===== src/omw_consts.svh =====
// Timing counts and register layout for the operating-mode wake controller
// Included by the design only; definitions only
`ifndef OMW_CONSTS_SVH
`define OMW_CONSTS_SVH
`define OMW_CLK_HZ          25000000
`define OMW_IDLE_HOLD_US    100
`define OMW_IDLE_HOLD_CYC   ((`OMW_IDLE_HOLD_US * `OMW_CLK_HZ) / 1000000)
`define OMW_POLL_MS         500
`define OMW_POLL_CYC        ((`OMW_POLL_MS * (`OMW_CLK_HZ / 1000)))
`define OMW_AWAKE_US        1000
`define OMW_AWAKE_CYC       ((`OMW_AWAKE_US * `OMW_CLK_HZ) / 1000000)
`define OMW_REG_CTRL        4'h0
`define OMW_REG_STAT        4'h4
`define OMW_REG_CMD         4'h8
`define OMW_CTRL_PSV_LSB    0
`define OMW_CTRL_HWFC_BIT   2
`define OMW_CTRL_REG_BIT    3
`define OMW_CMD_SHUT_BIT    0
`define OMW_CTRL_RST        32'h0000_0000
`define OMW_BAD_ADDR_DATA   32'hdead_beef
// Synchroniser rest levels: power-on, reset and receive high, supply low
`define OMW_PIN_IDLE        12'h00b
`endif


===== src/omw_pkg.sv =====
// Types shared by the operating-mode wake controller
// Uses nothing from omw_consts.svh
package omw_pkg;
  typedef enum logic [2:0]
  {
    OMW_NOT_POWERED = 3'b000,
    OMW_POWER_OFF   = 3'b001,
    OMW_ACTIVE      = 3'b011,
    OMW_IDLE        = 3'b010,
    OMW_CONNECTED   = 3'b110
  } omw_mode_t;
endpackage


===== src/omw_ctrl.sv =====
// Operating-mode controller: power-down, idle, active and connected modes
// Assumes one 25 MHz clock; all power, wake and activity pins are asynchronous and synchronised here
//
// Functional notes
// - No switch-on while main supply absent
// - Power-off wakes on pin, reset, alarm
// - Shutdown command enters power-off, interfaces closed
// - Idle uses slow reference, interfaces disabled
// - Active uses fast reference, interfaces enabled
// - Power saving off after start, auto idle
// - Flow control on: clear-to-send tracks readiness
// - Flow control off: clear-to-send always on
// - Registered: periodic wake for paging blocks
// - Unregistered: periodic wake to check activity
// - Incoming call or alarm wakes idle
// - UART receive data wakes idle
// - Setting 2: request-to-send on wakes idle
// - Bus supply sense wakes idle
// - USB remote wakeup wakes idle
// - Host ready indication wakes idle
// - Call end returns to prior mode
// - Interface supply only when on, unreset
//
// The address map and the Avalon-MM slave port were chosen for this implementation.
`timescale 1ns/1ps
`include "omw_consts.svh"
module omw_ctrl
  import omw_pkg::*;
#(
  parameter int unsigned POLL_CYC  = `OMW_POLL_CYC,
  parameter int unsigned AWAKE_CYC = `OMW_AWAKE_CYC,
  parameter int unsigned HOLD_CYC  = `OMW_IDLE_HOLD_CYC
)
(
  // Clock and reset
  input  wire logic        clk,
  input  wire logic        nrst,
  // Avalon-MM slave
  input  wire logic [3:0]  avs_address,
  input  wire logic        avs_read,
  input  wire logic        avs_write,
  input  wire logic [31:0] avs_writedata,
  output logic      [31:0] avs_readdata,
  output logic             avs_waitrequest,
  // Power and switch-on pins
  input  wire logic        supply_ok,
  input  wire logic        power_on_request_n,
  input  wire logic        ext_reset_n,
  input  wire logic        rtc_alarm,
  // Wake sources and activity
  input  wire logic        uart_rxd,
  input  wire logic        rts_on,
  input  wire logic        usb_bus_sense,
  input  wire logic        usb_remote_wakeup,
  input  wire logic        host_ready_indication,
  input  wire logic        call_incoming,
  input  wire logic        call_active,
  input  wire logic        busy,
  // Mode outputs
  output logic             cts_on,
  output logic             iface_supply_en,
  output logic             iface_enable,
  output logic             ref_fast_sel,
  output logic             ref_slow_sel,
  output logic             cpu_run,
  output logic      [2:0]  mode_out
);

  localparam int NSYNC = 12;

  // Two-stage synchronisers; reset to rest levels so no false edge follows
  logic [NSYNC-1:0] s1_q;
  logic [NSYNC-1:0] s2_q;
  logic [NSYNC-1:0] prev_q;
  logic [NSYNC-1:0] pins;
  logic             sup_ok;
  assign pins = {supply_ok, busy, call_active, call_incoming, host_ready_indication,
                 usb_remote_wakeup, usb_bus_sense, rts_on, uart_rxd,
                 rtc_alarm, ext_reset_n, power_on_request_n};
  assign sup_ok = s2_q[11];

  always_ff @(posedge clk or negedge nrst)
  begin
    if (!nrst)
    begin
      s1_q   <= `OMW_PIN_IDLE;
      s2_q   <= `OMW_PIN_IDLE;
      prev_q <= `OMW_PIN_IDLE;
    end
    else
    begin
      s1_q   <= pins;
      s2_q   <= s1_q;
      prev_q <= s2_q;
    end
  end

  function automatic logic rise(input logic [NSYNC-1:0] cur,
                                input logic [NSYNC-1:0] old, input int i);
    rise = cur[i] & ~old[i];
  endfunction

  logic pwr_fall;
  logic rst_rise;
  logic alarm_rise;
  logic rx_fall;
  logic wake_ev;
  logic call_start;
  logic call_end;
  logic rst_low;
  assign pwr_fall   = ~s2_q[0] & prev_q[0];
  assign rst_rise   = rise(s2_q, prev_q, 1);
  assign alarm_rise = rise(s2_q, prev_q, 2);
  // Idle-high line; a start bit is the first falling edge
  assign rx_fall    = ~s2_q[3] & prev_q[3];
  assign call_start = rise(s2_q, prev_q, 9);
  assign call_end   = ~s2_q[9] & prev_q[9];
  assign rst_low    = ~s2_q[1];

  // Registers
  logic [1:0] psv_q;
  logic [1:0] psv_d;
  logic       hwfc_q;
  logic       hwfc_d;
  logic       regd_q;
  logic       regd_d;
  logic       shut_req;
  logic [31:0] rdata_d;
  logic [31:0] rdata_q;
  logic        wait_d;
  logic        wait_q;
  logic        acc;
  logic        wr_now;
  omw_mode_t   mode_q;
  omw_mode_t   mode_d;

  // Answer one cycle after the request; a write lands only on the answer edge
  assign acc    = (avs_read | avs_write) & wait_q;
  assign wr_now = avs_write & ~wait_q;

  always_comb
  begin
    psv_d    = psv_q;
    hwfc_d   = hwfc_q;
    regd_d   = regd_q;
    shut_req = 1'b0;
    wait_d   = ~acc;
    case (avs_address)
      `OMW_REG_CTRL:
      begin
        rdata_d = {28'h0, regd_q, hwfc_q, psv_q};
        if (wr_now)
        begin
          psv_d  = avs_writedata[`OMW_CTRL_PSV_LSB +: 2];
          hwfc_d = avs_writedata[`OMW_CTRL_HWFC_BIT];
          regd_d = avs_writedata[`OMW_CTRL_REG_BIT];
        end
      end
      `OMW_REG_STAT: rdata_d = {29'h0, mode_q};
      `OMW_REG_CMD:
      begin
        rdata_d = 32'h0;
        shut_req = wr_now & avs_writedata[`OMW_CMD_SHUT_BIT];
      end
      default: rdata_d = `OMW_BAD_ADDR_DATA;
    endcase
    if (mode_q == OMW_POWER_OFF || mode_q == OMW_NOT_POWERED)
      psv_d = 2'h0;
  end

  always_ff @(posedge clk or negedge nrst)
  begin
    if (!nrst)
    begin
      psv_q   <= 2'h0;
      hwfc_q  <= 1'b0;
      regd_q  <= 1'b0;
      rdata_q <= 32'h0;
      wait_q  <= 1'b1;
    end
    else
    begin
      psv_q   <= psv_d;
      hwfc_q  <= hwfc_d;
      regd_q  <= regd_d;
      rdata_q <= rdata_d;
      wait_q  <= wait_d;
    end
  end

  // Mode machine with one counter for quiet time and periodic wake
  logic      [31:0] tmr_q;
  logic      [31:0] tmr_d;
  omw_mode_t        prior_q;
  omw_mode_t        prior_d;
  logic             wake_src;
  logic             quiet;

  assign wake_src = rise(s2_q, prev_q, 8) | alarm_rise | rx_fall | rise(s2_q, prev_q, 5)
                  | rise(s2_q, prev_q, 6) | rise(s2_q, prev_q, 7)
                  | ((psv_q == 2'h2) & s2_q[4]);
  assign quiet    = ~s2_q[10] & (psv_q != 2'h0);

  always_comb
  begin
    mode_d  = mode_q;
    tmr_d   = tmr_q;
    prior_d = prior_q;
    wake_ev = 1'b0;
    if (!sup_ok)
      mode_d = OMW_NOT_POWERED;
    else
    begin
      case (mode_q)
        OMW_NOT_POWERED: mode_d = OMW_POWER_OFF;
        OMW_POWER_OFF:
          if (pwr_fall | rst_rise | alarm_rise)
          begin
            mode_d = OMW_ACTIVE;
            tmr_d  = 32'h0;
          end
        OMW_ACTIVE:
        begin
          tmr_d = tmr_q + 32'h1;
          if (call_start)
          begin
            prior_d = OMW_ACTIVE;
            mode_d  = OMW_CONNECTED;
          end
          else if (!quiet || wake_src)
            tmr_d = 32'h0;
          else if (tmr_q >= 32'(HOLD_CYC))
          begin
            mode_d = OMW_IDLE;
            tmr_d  = 32'h0;
          end
        end
        OMW_IDLE:
        begin
          tmr_d   = tmr_q + 32'h1;
          wake_ev = wake_src;
          if (call_start)
          begin
            prior_d = OMW_IDLE;
            mode_d  = OMW_CONNECTED;
          end
          else if (wake_src || psv_q == 2'h0)
          begin
            mode_d = OMW_ACTIVE;
            tmr_d  = 32'h0;
          end
          else if (tmr_q >= 32'(POLL_CYC))
          begin
            mode_d = OMW_ACTIVE;
            tmr_d  = 32'(HOLD_CYC) - 32'(AWAKE_CYC);
          end
        end
        OMW_CONNECTED:
          if (call_end)
          begin
            mode_d = prior_q;
            tmr_d  = 32'h0;
          end
        default: mode_d = OMW_POWER_OFF;
      endcase
      if (shut_req)
        mode_d = OMW_POWER_OFF;
    end
  end

  logic cts_d;
  logic on_d;
  logic fast_d;
  always_comb
  begin
    on_d   = (mode_d == OMW_ACTIVE) | (mode_d == OMW_IDLE) | (mode_d == OMW_CONNECTED);
    fast_d = (mode_d == OMW_ACTIVE) | (mode_d == OMW_CONNECTED);
    cts_d  = hwfc_q ? fast_d : 1'b1;
  end

  always_ff @(posedge clk or negedge nrst)
  begin
    if (!nrst)
    begin
      mode_q          <= OMW_NOT_POWERED;
      prior_q         <= OMW_ACTIVE;
      tmr_q           <= 32'h0;
      cts_on          <= 1'b0;
      iface_supply_en <= 1'b0;
      iface_enable    <= 1'b0;
      ref_fast_sel    <= 1'b0;
      ref_slow_sel    <= 1'b0;
      cpu_run         <= 1'b0;
      mode_out        <= 3'h0;
    end
    else
    begin
      mode_q          <= mode_d;
      prior_q         <= prior_d;
      tmr_q           <= tmr_d;
      cts_on          <= cts_d;
      iface_supply_en <= on_d & ~rst_low;
      iface_enable    <= fast_d;
      ref_fast_sel    <= fast_d;
      ref_slow_sel    <= on_d & ~fast_d;
      cpu_run         <= on_d;
      mode_out        <= mode_d;
    end
  end

  assign avs_readdata    = rdata_q;
  assign avs_waitrequest = wait_q;

  property p_nopower;
    @(posedge clk) disable iff (!nrst) !sup_ok |=> mode_q == OMW_NOT_POWERED;
  endproperty
  a_nopower: assert property (p_nopower) else $error("switched on without supply");
  property p_poweron;
    @(posedge clk) disable iff (!nrst)
      (sup_ok && mode_q == OMW_POWER_OFF && pwr_fall && !shut_req) |=> mode_q == OMW_ACTIVE;
  endproperty
  a_poweron: assert property (p_poweron) else $error("power-on edge ignored");
  property p_shut;
    @(posedge clk) disable iff (!nrst) (sup_ok && shut_req) |=> mode_q == OMW_POWER_OFF;
  endproperty
  a_shut: assert property (p_shut) else $error("shutdown not taken");
  property p_idleref;
    @(posedge clk) disable iff (!nrst)
      mode_q == OMW_IDLE |-> ref_slow_sel && !ref_fast_sel && !iface_enable;
  endproperty
  a_idleref: assert property (p_idleref) else $error("idle reference wrong");
  property p_actref;
    @(posedge clk) disable iff (!nrst) mode_q == OMW_ACTIVE |-> ref_fast_sel && iface_enable;
  endproperty
  a_actref: assert property (p_actref) else $error("active reference wrong");
  property p_ctsoff;
    @(posedge clk) disable iff (!nrst) (!hwfc_q && $stable(hwfc_q) && $past(nrst)) |-> cts_on;
  endproperty
  a_ctsoff: assert property (p_ctsoff) else $error("cts not held on");
  property p_wake;
    @(posedge clk) disable iff (!nrst)
      (mode_q == OMW_IDLE && wake_ev && sup_ok && !shut_req && !call_start)
      |=> mode_q == OMW_ACTIVE;
  endproperty
  a_wake: assert property (p_wake) else $error("wake source ignored");
  property p_callret;
    @(posedge clk) disable iff (!nrst)
      (mode_q == OMW_CONNECTED && call_end && sup_ok && !shut_req) |=> mode_q == $past(prior_q);
  endproperty
  a_callret: assert property (p_callret) else $error("wrong mode after call");
  property p_vint;
    @(posedge clk) disable iff (!nrst) ##1 rst_low |=> !iface_supply_en;
  endproperty
  a_vint: assert property (p_vint) else $error("supply out under reset");
endmodule


===== config.mk =====
export PLATFORM = sky130hd
export DESIGN_NAME = omw_ctrl
export DESIGN_NICKNAME = d
export VERILOG_FILES = /design/src/omw_pkg.sv /design/src/omw_ctrl.sv
export VERILOG_INCLUDE_DIRS = /design/src
export SDC_FILE = /design/constraint.sdc
export NUM_CORES = 1
export LEC_CHECK = 0
export BUFFER_PORTS_ARGS = -buffer_cell sky130_fd_sc_hd__buf_2
export CELL_PAD_IN_SITES_DETAIL_PLACEMENT = 0
export CELL_PAD_IN_SITES_GLOBAL_PLACEMENT = 1
export CORE_AREA = 5 5 119 132
export CTS_BUF_LIST = sky130_fd_sc_hd__clkbuf_16
export DETAILED_ROUTE_END_ITERATION = 8
export DIE_AREA = 0 0 124 137
export PLACE_DENSITY = 0.61
export SLEW_MARGIN = 20
export SYNTH_ARGS = -nofsm -noshare
export SYNTH_HDL_FRONTEND = slang
export SYNTH_SLANG_ARGS = --single-unit

===== constraint.sdc =====
create_clock -name clk -period 3.2 [get_ports clk]
set_clock_uncertainty 0.2 [all_clocks]
set_input_delay 0.64 -clock clk [delete_from_list [all_inputs] [get_ports clk]]
set_output_delay 0.64 -clock clk [all_outputs]
set_load 0.05 [all_outputs]

==> results of run 1 <==
metal layers:
metal  up-vias  global-route usage (%)  wire, um
li1       1557                       -         -
met1      1574                   15.57      4428
met2        51                   20.17      4796
met3        10                   2.315       273
met4         0                   4.017       140
met5         -                       0         0
flip-flops by register name, indices dropped and copies added, names as in the netlist, 2 cells and up:
signal	cells
avs_readdata	5
mode_q	3
prev_q	9
psv_q	2
s1_q	12
s2_q	12
tmr_q	32
report_power, final:
| part | leakage, nW | total [W] | internal, W | switching, W |
|---|---|---|---|---|
| registers | 1.05 | 0.00115 | 0.00111 | 0.0000309 |
| logic | 0.940 | 0.000286 | 0.0000750 | 0.000211 |
| clock network | 0.140 | 0.000992 | 0.000537 | 0.000455 |
cell usage in the layout (no fill, tap or decap), types with 7 or more instances in the layout:
master and instances:
sky130_fd_sc_hd__nand3_1 30, sky130_fd_sc_hd__a22o_1 13, sky130_fd_sc_hd__buf_2 56, sky130_fd_sc_hd__inv_1 14
sky130_fd_sc_hd__nor2b_1 13, sky130_fd_sc_hd__and2_1 7, sky130_fd_sc_hd__nor3_1 9, sky130_fd_sc_hd__dfrtp_1 73
sky130_fd_sc_hd__o21ai_0 34, sky130_fd_sc_hd__nor2_1 29, sky130_fd_sc_hd__clkbuf_16 9, sky130_fd_sc_hd__a21oi_1 8
sky130_fd_sc_hd__buf_4 9, sky130_fd_sc_hd__dfstp_2 11, sky130_fd_sc_hd__o211ai_1 8, sky130_fd_sc_hd__nand4_1 13
sky130_fd_sc_hd__nand2_1 45, sky130_fd_sc_hd__conb_1 8
final timing paths:
check                          start            to  slack, ns  cells after the start
setup / recovery           tmr_q[27]  ref_slow_sel       0.57                      6
hold / removal                  nrst     tmr_q[13]       0.13                      1
setup reg to reg           tmr_q[27]  ref_slow_sel       0.57                      6
hold reg to reg             s1_q[11]      s2_q[11]       0.15                      0
max in group asynchronous       nrst     prev_q[3]       2.01                      2
min in group clk            s1_q[11]      s2_q[11]       0.15                      0
final cells by class:
| type | count | area [um^2] |
|---|---|---|
| clock buffers | 9 | 225.2 |
| clock inverters | 7 | 55.05 |
| fillers | 1494 | 9410 |
| inverters | 14 | 52.55 |
| multi-input cells | 292 | 1749 |
| flip-flops and latches | 84 | 2116 |
| well taps | 192 | 240.2 |
| repair buffers | 66 | 367.9 |
per-stage QoR:
stage / hold slack (ns) / util, % / power (W) / instances / setup WS, ns
CTS: 0.1498 / 33.81 / 0.002462 / 664 / 0.5713
global route: 0.1531 / 33.81 / 0.002532 / 664 / 0.3987
detailed placement: 0.1370 / 31.83 / 0.001457 / 648 / 0.5927
floorplan: 0.1312 / - / 0.001388 / 429 / 0.8372
global placement: 0.1331 / 31.83 / 0.001454 / 648 / 0.6119
finish: 0.1267 / 33.81 / 0.002424 / 664 / 0.5714
cells by family (layout without fill, tap and decap cells):
logic type | count (synthesis) | count (layout) | synth area share [%]
compound gates | 91 | 91 | 15.02
fa+ha+maj | 2 | 2 | 0.5983
simple gates | 187 | 187 | 24.48
other cells | 1 | 8 | 0.08968
buf+inv | 53 | 96 | 8.198
mux | 4 | 4 | 1.017
flops | 84 | 84 | 50.60
==> results list, run 1 <==
- For the final routed database, the setup TNS stands at 0 ns.
- STA puts the critical path data arrival time at 2.70 ns.
* Synth Warn #: 0
- Number of failing setup endpoints in the final timing report: 0
* Slowest-stage cell, CP: sky130_fd_sc_hd__or3_2
* Pin count of the biggest net entering global routing: 47
- The tool flagged a number of max-cap violations equal to 0.
- For the pin with the worst max-slew slack, the measured transition is 0.6358 ns.
- Clock period minus final worst setup slack: around 2.6 ns
* Nets: approximately 520
* CP endpoint kind: flip-flop
* Clock transition at the register clock pins on the worst setup and hold paths after CTS: around 0.07 ns
- For this block, the via count after detailed routing is around 3200.
- Hold crit path type: in -> async
- In the synthesized netlist, the cells that appear most often are sky130_fd_sc_hd__dfrtp_1, sky130_fd_sc_hd__nand2_1, sky130_fd_sc_hd__o21ai_0.
- Half-perimeter wire length of the detailed placement result: 6.695 mm
- After synthesis, the mean cell area works out to 9.909 um^2.
* Setup repair after global routing missed its margin: no
- Signed area change from the synthesized netlist to the final layout: 14.93%
- DR DRC count: 0
- Starting Density: 29.41%
- The first routing iteration left 122 violations.
- Port buffering added 57 buffers.
- After synthesis the netlist holds a flip-flop and latch count of 84.
- Post-route standard cell area excluding fillers: ~0.0048 mm^2
- Routability-driven placement finished with a final weighted congestion of 0.7441.
- The routed design has slightly below 10 mm of wire.
* Proportion of layout cells with a drive suffix above 1: 25.64%
- The initialized floorplan defines 46 standard-cell rows.
* Chip Height: roughly 140 um
- The number of antenna diodes in the final layout is 0.
- The critical path goes through nand4_1 -> or3_2 -> nor3_1 -> a21oi_1 -> o31ai_1 -> and3_1.
- # IOs: 94
* Slew HR: 57.61%
* Number of sinks driven by the clock tree: 84
* Wire length of the first global-routing pass: 16.24 mm
- For this run, the slowest stage of the critical path takes around 0.55 ns.
- In the final routed layout, each cell accounts on average for 14.52 um.
* Post-route antenna net violation count: 0
- The via count of the first global-routing pass is 3197.
* Main area contributors after synthesis: sky130_fd_sc_hd__dfrtp_1, sky130_fd_sc_hd__dfstp_2, sky130_fd_sc_hd__buf_4, sky130_fd_sc_hd__o21ai_0, sky130_fd_sc_hd__nand2_1
- Post-synth EDFFs: 0
* Static power due to leakage: 2.128 nW
* Proportion of register bits with asynchronous set or reset after synthesis: 100.0%
* Overall die width: 124 um
- The number of buffers and inverters on the critical path is 0.
- CTS H-Tree Depth: 3
- Combined area of all synthesized cells: 0.004182 mm^2
* Overall global routing resource usage: roughly an eighth
- The worst setup path is of the reg -> reg kind.
- Placeable core area: 0.01422 mm^2
* Post-placement cell area: around 0.0045 mm^2
* Worst-case vdd ir drop: approximately 0.26 mV
- STA classifies the critical path startpoint as a flip-flop.
- Counting distinct cell types in the post-synthesis netlist gives 58.
* Area share of the leading cell type in the synthesized netlist: 43.69%
* Instance count of the mapped netlist: roughly 420
* Peak Freq: 0.3804 GHz
- The run finished with clean final reports.
* Cell taking the most area after synthesis: sky130_fd_sc_hd__dfrtp_1
- After detailed routing, the number of vias per cell comes to 4.807.
- sky130_fd_sc_hd__dfrtp_1 is the most common cell in the netlist.
- The floorplan step defined a die boundary enclosing 0.01699 mm^2.
* CTS root buffer: sky130_fd_sc_hd__clkbuf_16
* Post-CTS Repair Setup Buffers: 0
- For this run, the detailed router's first-pass iteration total came to 4.
* Initial antenna violation count: 0
* CP delay by family, top: simple AND/OR/NAND/NOR gates
* Final max-slew violation count: 0
- The later pin in the worst-skew pair is clocked with a latency of 0.34 ns.
- Buffers inserted during clock tree synthesis total 9.
* Worst Path Max Fanout: 7
- Power density relative to cell area: 504.3 mW/mm^2
- Hold buffer count at CTS: 0
- Remaining global-route overflow: 0
- Primary flip-flop cell chosen by synthesis mapping: sky130_fd_sc_hd__dfrtp_1
- TritonCTS clock tree: yes
- Sequential cells were found to cover around 51% of the synthesized design area.
- Of the available clock period, the critical path in the final layout requires 82.15%.
- The clock passes through at most 2 buffers.
- STA puts the critical path data required time at 3.28 ns.
- The final count of hold timing violations is 0.
- Post-CTS repair changed the size of 0 cells.
Power figures use the tool's default switching activity.
==> run 2, diff against run 1 <==
--- a/config.mk
+++ b/config.mk
@@ -6,14 +6,15 @@
 export SDC_FILE = /design/constraint.sdc
 export NUM_CORES = 1
 export LEC_CHECK = 0
+export ABC_AREA = 1
 export BUFFER_PORTS_ARGS = -buffer_cell sky130_fd_sc_hd__buf_2
 export CELL_PAD_IN_SITES_DETAIL_PLACEMENT = 0
 export CELL_PAD_IN_SITES_GLOBAL_PLACEMENT = 1
-export CORE_AREA = 5 5 119 132
+export CORE_AREA = 5 5 124 137
 export CTS_BUF_LIST = sky130_fd_sc_hd__clkbuf_16
 export DETAILED_ROUTE_END_ITERATION = 8
-export DIE_AREA = 0 0 124 137
-export PLACE_DENSITY = 0.61
+export DIE_AREA = 0 0 129 142
+export PLACE_DENSITY = 0.63
 export SLEW_MARGIN = 20
 export SYNTH_ARGS = -nofsm -noshare
 export SYNTH_HDL_FRONTEND = slang
==> constraint.sdc (replaced) <==
create_clock -name clk -period 2.6 [get_ports clk]
set_clock_uncertainty 0.2 [all_clocks]
set_input_delay 0.52 -clock clk [delete_from_list [all_inputs] [get_ports clk]]
set_output_delay 0.52 -clock clk [all_outputs]
set_load 0.05 [all_outputs]
==> results list, run 2 <==
* Initial antenna violation count: 0 (unchanged)
* Power density relative to cell area: 574.2 mW/mm^2 (+14%)
* Max clock buf depth: 2 (unchanged)
- The diode insertion count for antenna repair was 0 (unchanged).
* Number of detailed-route iterations in the first pass: 4 (unchanged)
* Count of instances resized after the clock tree is built: 0 (unchanged)
* Int Power: 0.002177 W (+26%)
- By area the synthesized netlist is led by sky130_fd_sc_hd__dfrtp_1, sky130_fd_sc_hd__nand2_1, sky130_fd_sc_hd__dfstp_2, sky130_fd_sc_hd__nor2_1, sky130_fd_sc_hd__buf_4.
* Slowest-stage cell, CP: sky130_fd_sc_hd__dfrtp_1
- Relative to the synthesized area, the layout overhead comes to 14.46%.
* Leading cell type in the layout, fill and taps excluded: sky130_fd_sc_hd__nand2_1
- Peak Freq: 0.4524 GHz (+19%)
- The flop and latch count out of synthesis came to 84 (unchanged).
- Max FFs per register: 32 (unchanged)
- The average wire length per cell after detail routing is 13.10 um (-9.8%).
- The portion of total power attributed to the clock network came to 42.2% (+1.3 points).
- Post-synth EDFFs: 0 (unchanged)
- The most used flip-flop cell after synthesis is sky130_fd_sc_hd__dfrtp_1.
- The number of levels in the clock H-tree came to 3 (unchanged).
* Static power due to leakage: 2.585 nW (+21%)
* Hold crit path type: in -> reg
- The post-synthesis sequential area ratio was 46.74% (-3.9 points).
- The critical path in this run is classified as reg -> reg.
* Number of port buffers: 57 (unchanged)
- Pin count of the biggest net entering global routing: 42 (-11%)
- Ranked by flip-flop count, first place goes to tmr_q.
- The average footprint of a synthesized cell came to 7.956 um^2 (-20%).
- Seq pwr share: 47.0% (-0.3 points)
- The data arrival time of the critical path is 2.30 ns (-0.40 ns).
* Clock period minus final worst setup slack: 2.211 ns (-0.4180 ns)
- The number of buffers inserted during clock tree synthesis was 9 (unchanged).
- Ordered cell list for the critical path: inv_1 -> ha_1 -> nor2_1 -> nor2_1 -> nand2_1 -> nand2_1 -> nand3_1 -> nand2_1 -> nand2_1 -> nand2_2 -> a21oi_2 -> buf_4 -> o21ai_0 -> nand2_1
- The share of synthesized registers carrying an async set or reset came to 100.0% (unchanged).
- The number of cell rows came to 48 (+4.3%).
- DP Worst Slack: 0.3797 ns (-0.2130 ns)
- The flow ran to the end, and the final reports show no timing, DRC or antenna violations.
* Top flop regs: tmr_q x32, s1_q x12, s2_q x12
- The number of nets still failing antenna checks after routing came to 0 (unchanged).
* Routability Congestion: 0.8737 (+17%)
- Setup repair after global routing left no endpoint under its margin.
- The placement-stage cell area was 0.004876 mm^2 (+7.7%).
- The count of filler cells inserted in the layout came to 1669 (+12%).
- Leaving out fill and tap cells, the most frequent cells in the layout are sky130_fd_sc_hd__nand2_1, sky130_fd_sc_hd__dfrtp_1, sky130_fd_sc_hd__nor2_1, sky130_fd_sc_hd__buf_2, sky130_fd_sc_hd__inv_1.
- Cell taking the most area after synthesis: sky130_fd_sc_hd__dfrtp_1
- The final number of max-transition violations came to 0 (unchanged).
- Count of placed standard cells in the final layout, fillers left out: 819 (+23%)
- The total I/O pin count was 94 (unchanged).
- Overall die width: 129 um (+4.0%)
- The final global-route overflow total is 0 (unchanged).
- TritonCTS built the clock tree.
- The proportion of layout cells with a drive suffix above 1 came to 21.16% (-4.5 points).
- The total wirelength of the detailed-routed design is 10.73 mm (+11%).
* Number of cells after detailed placement: 802 (+24%)
* Wire length of the first global-routing pass: 17.99 mm (+11%)
- The switching fraction of total power was 26.83% (-1.9 points).
* Cell with the most instances after synthesis: sky130_fd_sc_hd__nand2_1
* CP endpoint kind: flip-flop
- Number of failing setup endpoints in the final timing report: 0 (unchanged)
- The initial cell density of the core is 29.22% (-0.20 points).
* Placeable core area: 0.01549 mm^2 (+9.0%)
- Cell variety after synth: 31 (-47%)
* DRT iter0 DRCs: 169 (+39%)
- Combinational power share: 10.9% (-0.9 points)
- The overall die area came to 0.01832 mm^2 (+7.8%).
* Max incr delay on CP: 0.43 ns (-0.12 ns)
- The number of clock sinks was 84 (unchanged).
- The average via count per standard cell came to 4.435 (-7.7%).
- The biggest fanout along the worst timing path came to 13 (+6).
- Synth Warn #: 0 (unchanged)
* Worst hold slack: 0.07116 ns (-0.05559 ns)
- DR DRC count: 0 (unchanged)
- The fraction of synthesized cell area taken by the top area cell type was 40.35% (-3.3 points).
- The die outline height came to 142 um (+3.6%).
- The global-route usage over all layers was 12.36% (+0.32 points).
* Total negative slack: 0 ns (unchanged)
- CTS root buffer: sky130_fd_sc_hd__clkbuf_16
- The final count of hold timing violations is 0 (unchanged).
- Crit path required time: 2.68 ns (-0.60 ns)
* MaxCap Viol Count: 0 (unchanged)
- Net switching power: 0.0007981 W (+15%)
- The total via count in the routed design is 3632 (+14%).
- The synthesized area was 0.004527 mm^2 (+8.3%).
- The layout net count was 668 (+28%).
- The via count of the first global-routing pass was 3622 (+13%).
- The clock latency on the worst-skew pair came to 0.34 ns (about the same).
* Worst-case vdd ir drop: 0.3390 mV (+30%)
* Final Worst Setup Slack: 0.3893 ns (-0.1820 ns)
- Counting stages on the worst path, the most repeated cell is sky130_fd_sc_hd__nand2_1.
* Half-perimeter wire length of the detailed placement result: 8.260 mm (+23%)
* Ranking of synthesized cells by instance count: sky130_fd_sc_hd__nand2_1, sky130_fd_sc_hd__dfrtp_1, sky130_fd_sc_hd__nor2_1
- Post-route standard cell area excluding fillers: 0.005181 mm^2 (+7.8%)
- The number of instances in the synthesized netlist is 569 (+35%).
- Final Cycle Share: 85.03% (+2.9 points)
- Clock transition at the register clock pins on the worst setup and hold paths after CTS: 0.06 ns (about the same)
* Startpoint class of the critical path: flip-flop
-- run 2: changes by cell type in the layout (fill, tap and decap cells not counted), moves of 13 or more --
cell                      change
sky130_fd_sc_hd__a22o_1      -13
sky130_fd_sc_hd__o21ai_0     -24
sky130_fd_sc_hd__inv_1       +35
sky130_fd_sc_hd__nand2_1    +151
sky130_fd_sc_hd__nor2b_1     -13
sky130_fd_sc_hd__xor2_1      +18
sky130_fd_sc_hd__nor2_1      +28
-- run 2: per-stage QoR --
| step | power [W] | utilization, % |
|---|---|---|
| final | 0.002975 | 33.44 |
| after global routing | 0.003121 | 33.44 |
| after CTS | 0.003037 | 33.44 |
| after detailed placement | 0.001750 | 31.47 |
| after global placement | 0.001746 | 31.47 |
| after floorplan | 0.001668 | - |
-- run 2: metal layers --
metal,up-vias,wire (um),share of wire [%],track usage [%]
met3,20,534,5.0,2.477
met1,1699,4970,46,16.06
met2,84,4976,46,19.84
met5,-,0,0,0
met4,0,243,2.3,5.694
li1,1829,-,-,-
-- run 2: logic make-up after synthesis --
family          Yosys count  synth area share [%]
compound gates           20                 2.736
xor+xnor                 26                 5.030
fa+ha+maj                 2                0.5527
buf+inv                  92                 10.67
flops                    84                 46.74
other cells               1               0.08284
simple gates            344                 34.19
-- run 2: worst paths after layout --
check | from | endpoint | slack (ns) | cells after the start
max in group asynchronous | nrst | avs_waitrequest | 1.17 | 3
worst min-delay path | uart_rxd | s1_q[3] | 0.07 | 1
worst max-delay path | tmr_q[0] | tmr_q[0] | 0.39 | 14
worst max register to register | tmr_q[0] | tmr_q[0] | 0.39 | 14
min in group asynchronous | nrst | prev_q[2] | 0.40 | 2
worst min register to register | s1_q[7] | s2_q[7] | 0.15 | 0
-- run 2: area by class of cell --
type / instances / area [um^2] / share of cell area, %
multi-input cells: 400 / 1954 / 37.72
well taps: 200 / 250.2 / 4.830
repair buffers: 65 / 362.8 / 7.003
inverters: 54 / 202.7 / 3.912
clock buffers: 9 / 225.2 / 4.347
clock inverters: 7 / 70.07 / 1.352
flip-flops and latches: 84 / 2116 / 40.84
-- run 2: worst max-delay path, delay by kind of cell (launching register included) --
family | cells | cell delay [ns]
buffers and inverters | 2 | 0.36
AND/OR/NAND/NOR | 9 | 0.68
flip-flops | 1 | 0.43
adder cells (fa/ha/maj) | 1 | 0.21
AO/OA/AOI/OAI | 2 | 0.27
-- run 2: power by group through the flow --
stage | clock network [W] | logic [W] | registers (W)
global route | 0.00136 | 0.000353 | 0.00140
global placement | 0 | 0.000327 | 0.00142
floorplan | 0 | 0.000195 | 0.00147
finish | 0.00125 | 0.000324 | 0.00140
CTS | 0.00131 | 0.000330 | 0.00140
detailed placement | 0 | 0.000329 | 0.00142
-- run 2: timing repair --
item / 4_1_cts / 5_1_grt
hold endpoints to repair: 15 / 0
setup buffers: 0 / 0
hold buffers: 1 / 0
==> run 3, diff against run 2 <==
--- a/config.mk
+++ b/config.mk
@@ -10,10 +10,10 @@
 export BUFFER_PORTS_ARGS = -buffer_cell sky130_fd_sc_hd__buf_2
 export CELL_PAD_IN_SITES_DETAIL_PLACEMENT = 0
 export CELL_PAD_IN_SITES_GLOBAL_PLACEMENT = 1
-export CORE_AREA = 5 5 124 137
+export CORE_AREA = 5 5 116 146
 export CTS_BUF_LIST = sky130_fd_sc_hd__clkbuf_16
 export DETAILED_ROUTE_END_ITERATION = 8
-export DIE_AREA = 0 0 129 142
+export DIE_AREA = 0 0 121 151
 export PLACE_DENSITY = 0.63
 export SLEW_MARGIN = 20
 export SYNTH_ARGS = -nofsm -noshare
==> results list, run 3 (synthesized netlist as in run 2, its figures left out) <==
* Hold crit path type: in -> async
- Total via count in the routed design: 3608 (-0.66%)
* CP endpoint kind: flip-flop
- Avg Vias per Cell: 4.337 (-2.2%)
- The number of buffers inserted during clock tree synthesis came to 9 (unchanged).
* Critical path type: reg -> reg
- Clk_lat worst skew: 0.34 ns (about the same)
* Combinational power share: 10.6% (-0.3 points)
- Slew HR: 55.90%
- Pin count of the biggest net entering global routing: 56 (+33%)
- # IOs: 94 (unchanged)
- Register containing the most flip-flops in the final layout: tmr_q
* Worst-case vdd ir drop: 0.2792 mV (-18%)
- The final hold slack was 0.02166 ns (-0.04949 ns).
- Total negative slack: 0 ns (unchanged)
- Nets: 669 (+0.15%)
- Leaving out fill and tap cells, the most frequent cell in the layout is sky130_fd_sc_hd__nand2_1.
- Placeable core area: 0.01538 mm^2 (-0.75%)
* FF/Latch Area: 0.002116 mm^2 (unchanged)
* DRT iter0 DRCs: 193 (+14%)
* Setup repair after global routing missed its margin: no
- The initial antenna violation count was 0 (unchanged).
- Half-perimeter wire length of the detailed placement result: 8.455 mm (+2.4%)
- Signed area change from the synthesized netlist to the final layout: 14.73%
- Wire length of the first global-routing pass: 18.62 mm (+3.5%)
* Proportion of layout cells with a drive suffix above 1: 21.61% (+0.45 points)
* Total length of routed wires: 10.98 mm (+2.4%)
* Number of failing setup endpoints in the final timing report: 0 (unchanged)
- Peak Freq: 0.4682 GHz (+3.5%)
* Clock period minus final worst setup slack: 2.136 ns (-0.07491 ns)
- Clock transition at the register clock pins on the worst setup and hold paths after CTS: 0.06 ns (about the same)
- The switching fraction of total power was 27.41% (+0.59 points).
- The number of resized instances in the post-cts repair step is 0 (unchanged).
* Total die area: 0.01827 mm^2 (-0.26%)
* Post-CTS Repair Setup Buffers: 0 (unchanged)
* Static power due to leakage: 2.591 nW (+0.21%)
- The switching component of the power was 0.0008262 W (+3.5%).
- Fillers: 1625 (-2.6%)
- Number of sinks driven by the clock tree: 84 (unchanged)
- The data arrival time of the critical path came to 2.20 ns (-0.10 ns).
- Row count: 51 (+6.3%)
- Hold violation total from the final report: 0 (unchanged)
* Crit path required time: 2.66 ns (-0.02 ns)
- Top flop regs: tmr_q x32, s1_q x12, s2_q x12
- Seq pwr share: 46.3% (-0.7 points)
* Overall global routing resource usage: 12.84% (+0.48 points)
* Number of port buffers: 57 (unchanged)
- Starting Density: 29.44% (+0.22 points)
- The number of nets still failing antenna checks after routing is 0 (unchanged).
* Multi-input gate area in the final layout: 0.001954 mm^2 (unchanged)
- Wire length per cell: 13.20 um (+0.77%)
- The via count of the first global-routing pass is 3667 (+1.2%).
- In the layout the commonest cells are sky130_fd_sc_hd__nand2_1, sky130_fd_sc_hd__dfrtp_1, sky130_fd_sc_hd__nor2_1, sky130_fd_sc_hd__buf_2, sky130_fd_sc_hd__inv_1.
- The total internal power came to 0.002188 W (+0.48%).
* CTS H-Tree Depth: 3 (unchanged)
- The number of max-capacitance violations reported is 0 (unchanged).
- The final global-route overflow total was 0 (unchanged).
- Overall die width: 121 um (-6.2%)
- Number of detailed-route iterations in the first pass: 4 (unchanged)
- The biggest fanout along the worst timing path came to 12 (-1).
- The die outline height came to 151 um (+6.3%).
* Power density relative to cell area: 580.3 mW/mm^2 (+1.1%)
- Startpoint class of the critical path: flip-flop
* Clock power frac: 43.1% (+0.9 points)
* Power consumption: 0.003014 W (+1.3%)
* Max clock buf depth: 2 (unchanged)
- Routability Congestion: 0.8791 (+0.62%)
* TritonCTS clock tree: yes
- The final number of max-transition violations is 0 (unchanged).
- Hold buffer count at CTS: 0 (-1)
* Antenna diode instance count: 0 (unchanged)
- CTS root buffer: sky130_fd_sc_hd__clkbuf_16
- Max FFs per register: 32 (unchanged)
- The final critical-path share of the clock period is 82.14% (-2.9 points).
- For the pin with the worst max-slew slack, the measured transition is between 0.6 and 0.7 ns.
* Outcome: finished clean
- DR DRC count: 0 (unchanged)
-- run 3: cell types whose count changed in the layout (fill, tap and decap cells not counted), sizes merged --
cell         previous run  this run
buf                    64        66
inv                    56        58
clkinv                  2         1
clkinvlp                2         1
dlygate4sd3             1         0
-- run 3: worst paths after layout --
| kind | start | to | slack, ns | cells after the start |
|---|---|---|---|---|
| worst max-delay path | tmr_q[11] | tmr_q[14] | 0.46 | 10 |
| worst min-delay path | nrst | prev_q[5] | 0.02 | 1 |
| worst max register to register | tmr_q[11] | tmr_q[14] | 0.46 | 10 |
| worst min register to register | s1_q[6] | s2_q[6] | 0.15 | 0 |
| max in group asynchronous | nrst | tmr_q[24] | 1.53 | 2 |
| min in group clk | power_on_request_n | s1_q[0] | 0.08 | 1 |
-- run 3: metal layers --
layer / global-route usage [%] / vias up / share of wire, % / wire length [um]
met2: 22.25 / 89 / 50 / 5495
met5: 0 / - / 0 / 0
met3: 2.540 / 18 / 4.8 / 531
met1: 15.37 / 1673 / 42 / 4617
li1: - / 1828 / - / -
met4: 5.782 / 0 / 3.1 / 335
-- run 3: through the flow --
| stage | instances | setup slack [ns] | instance area [um^2] | utilization, % |
|---|---|---|---|---|
| after floorplan | 576 | 0.6331 | 4553 | - |
| after global placement | 816 | 0.4689 | 4893 | 31.82 |
| after detailed placement | 816 | 0.4605 | 4893 | 31.82 |
| after CTS | 832 | 0.4293 | 5194 | 33.77 |
| after global routing | 832 | 0.2051 | 5194 | 33.77 |
| final | 832 | 0.4642 | 5194 | 33.77 |
-- run 3: power groups by stage --
stage               sequential [W]  combinational [W]  clock [W]
floorplan                  0.00147           0.000195          0
global placement           0.00142           0.000324          0
detailed placement         0.00142           0.000325          0
CTS                        0.00140           0.000326    0.00135
global route               0.00140           0.000350    0.00140
finish                     0.00139           0.000320    0.00130
-- run 3: area by class of cell --
| type | count | share of cell area (%) |
|---|---|---|
| clock buffers | 9 | 4.336 |
| clock inverters | 7 | 1.445 |
| inverters | 54 | 3.903 |
| multi-input cells | 400 | 37.63 |
| flip-flops and latches | 84 | 40.74 |
| well taps | 212 | 5.107 |
| repair buffers | 66 | 6.842 |
-- run 3: critical path, cell delays in order, from the launching register on --
cell and delay (ns):
sky130_fd_sc_hd__dfrtp_1 0.52, sky130_fd_sc_hd__nand2_2 0.13, sky130_fd_sc_hd__nor2_4 0.16, sky130_fd_sc_hd__nand3_1 0.10, sky130_fd_sc_hd__nand3_1 0.08, sky130_fd_sc_hd__nand2_1 0.08
sky130_fd_sc_hd__nand2_2 0.11, sky130_fd_sc_hd__nand2_2 0.08, sky130_fd_sc_hd__nor2_4 0.14, sky130_fd_sc_hd__nand2_2 0.27, sky130_fd_sc_hd__nand3_1 0.18
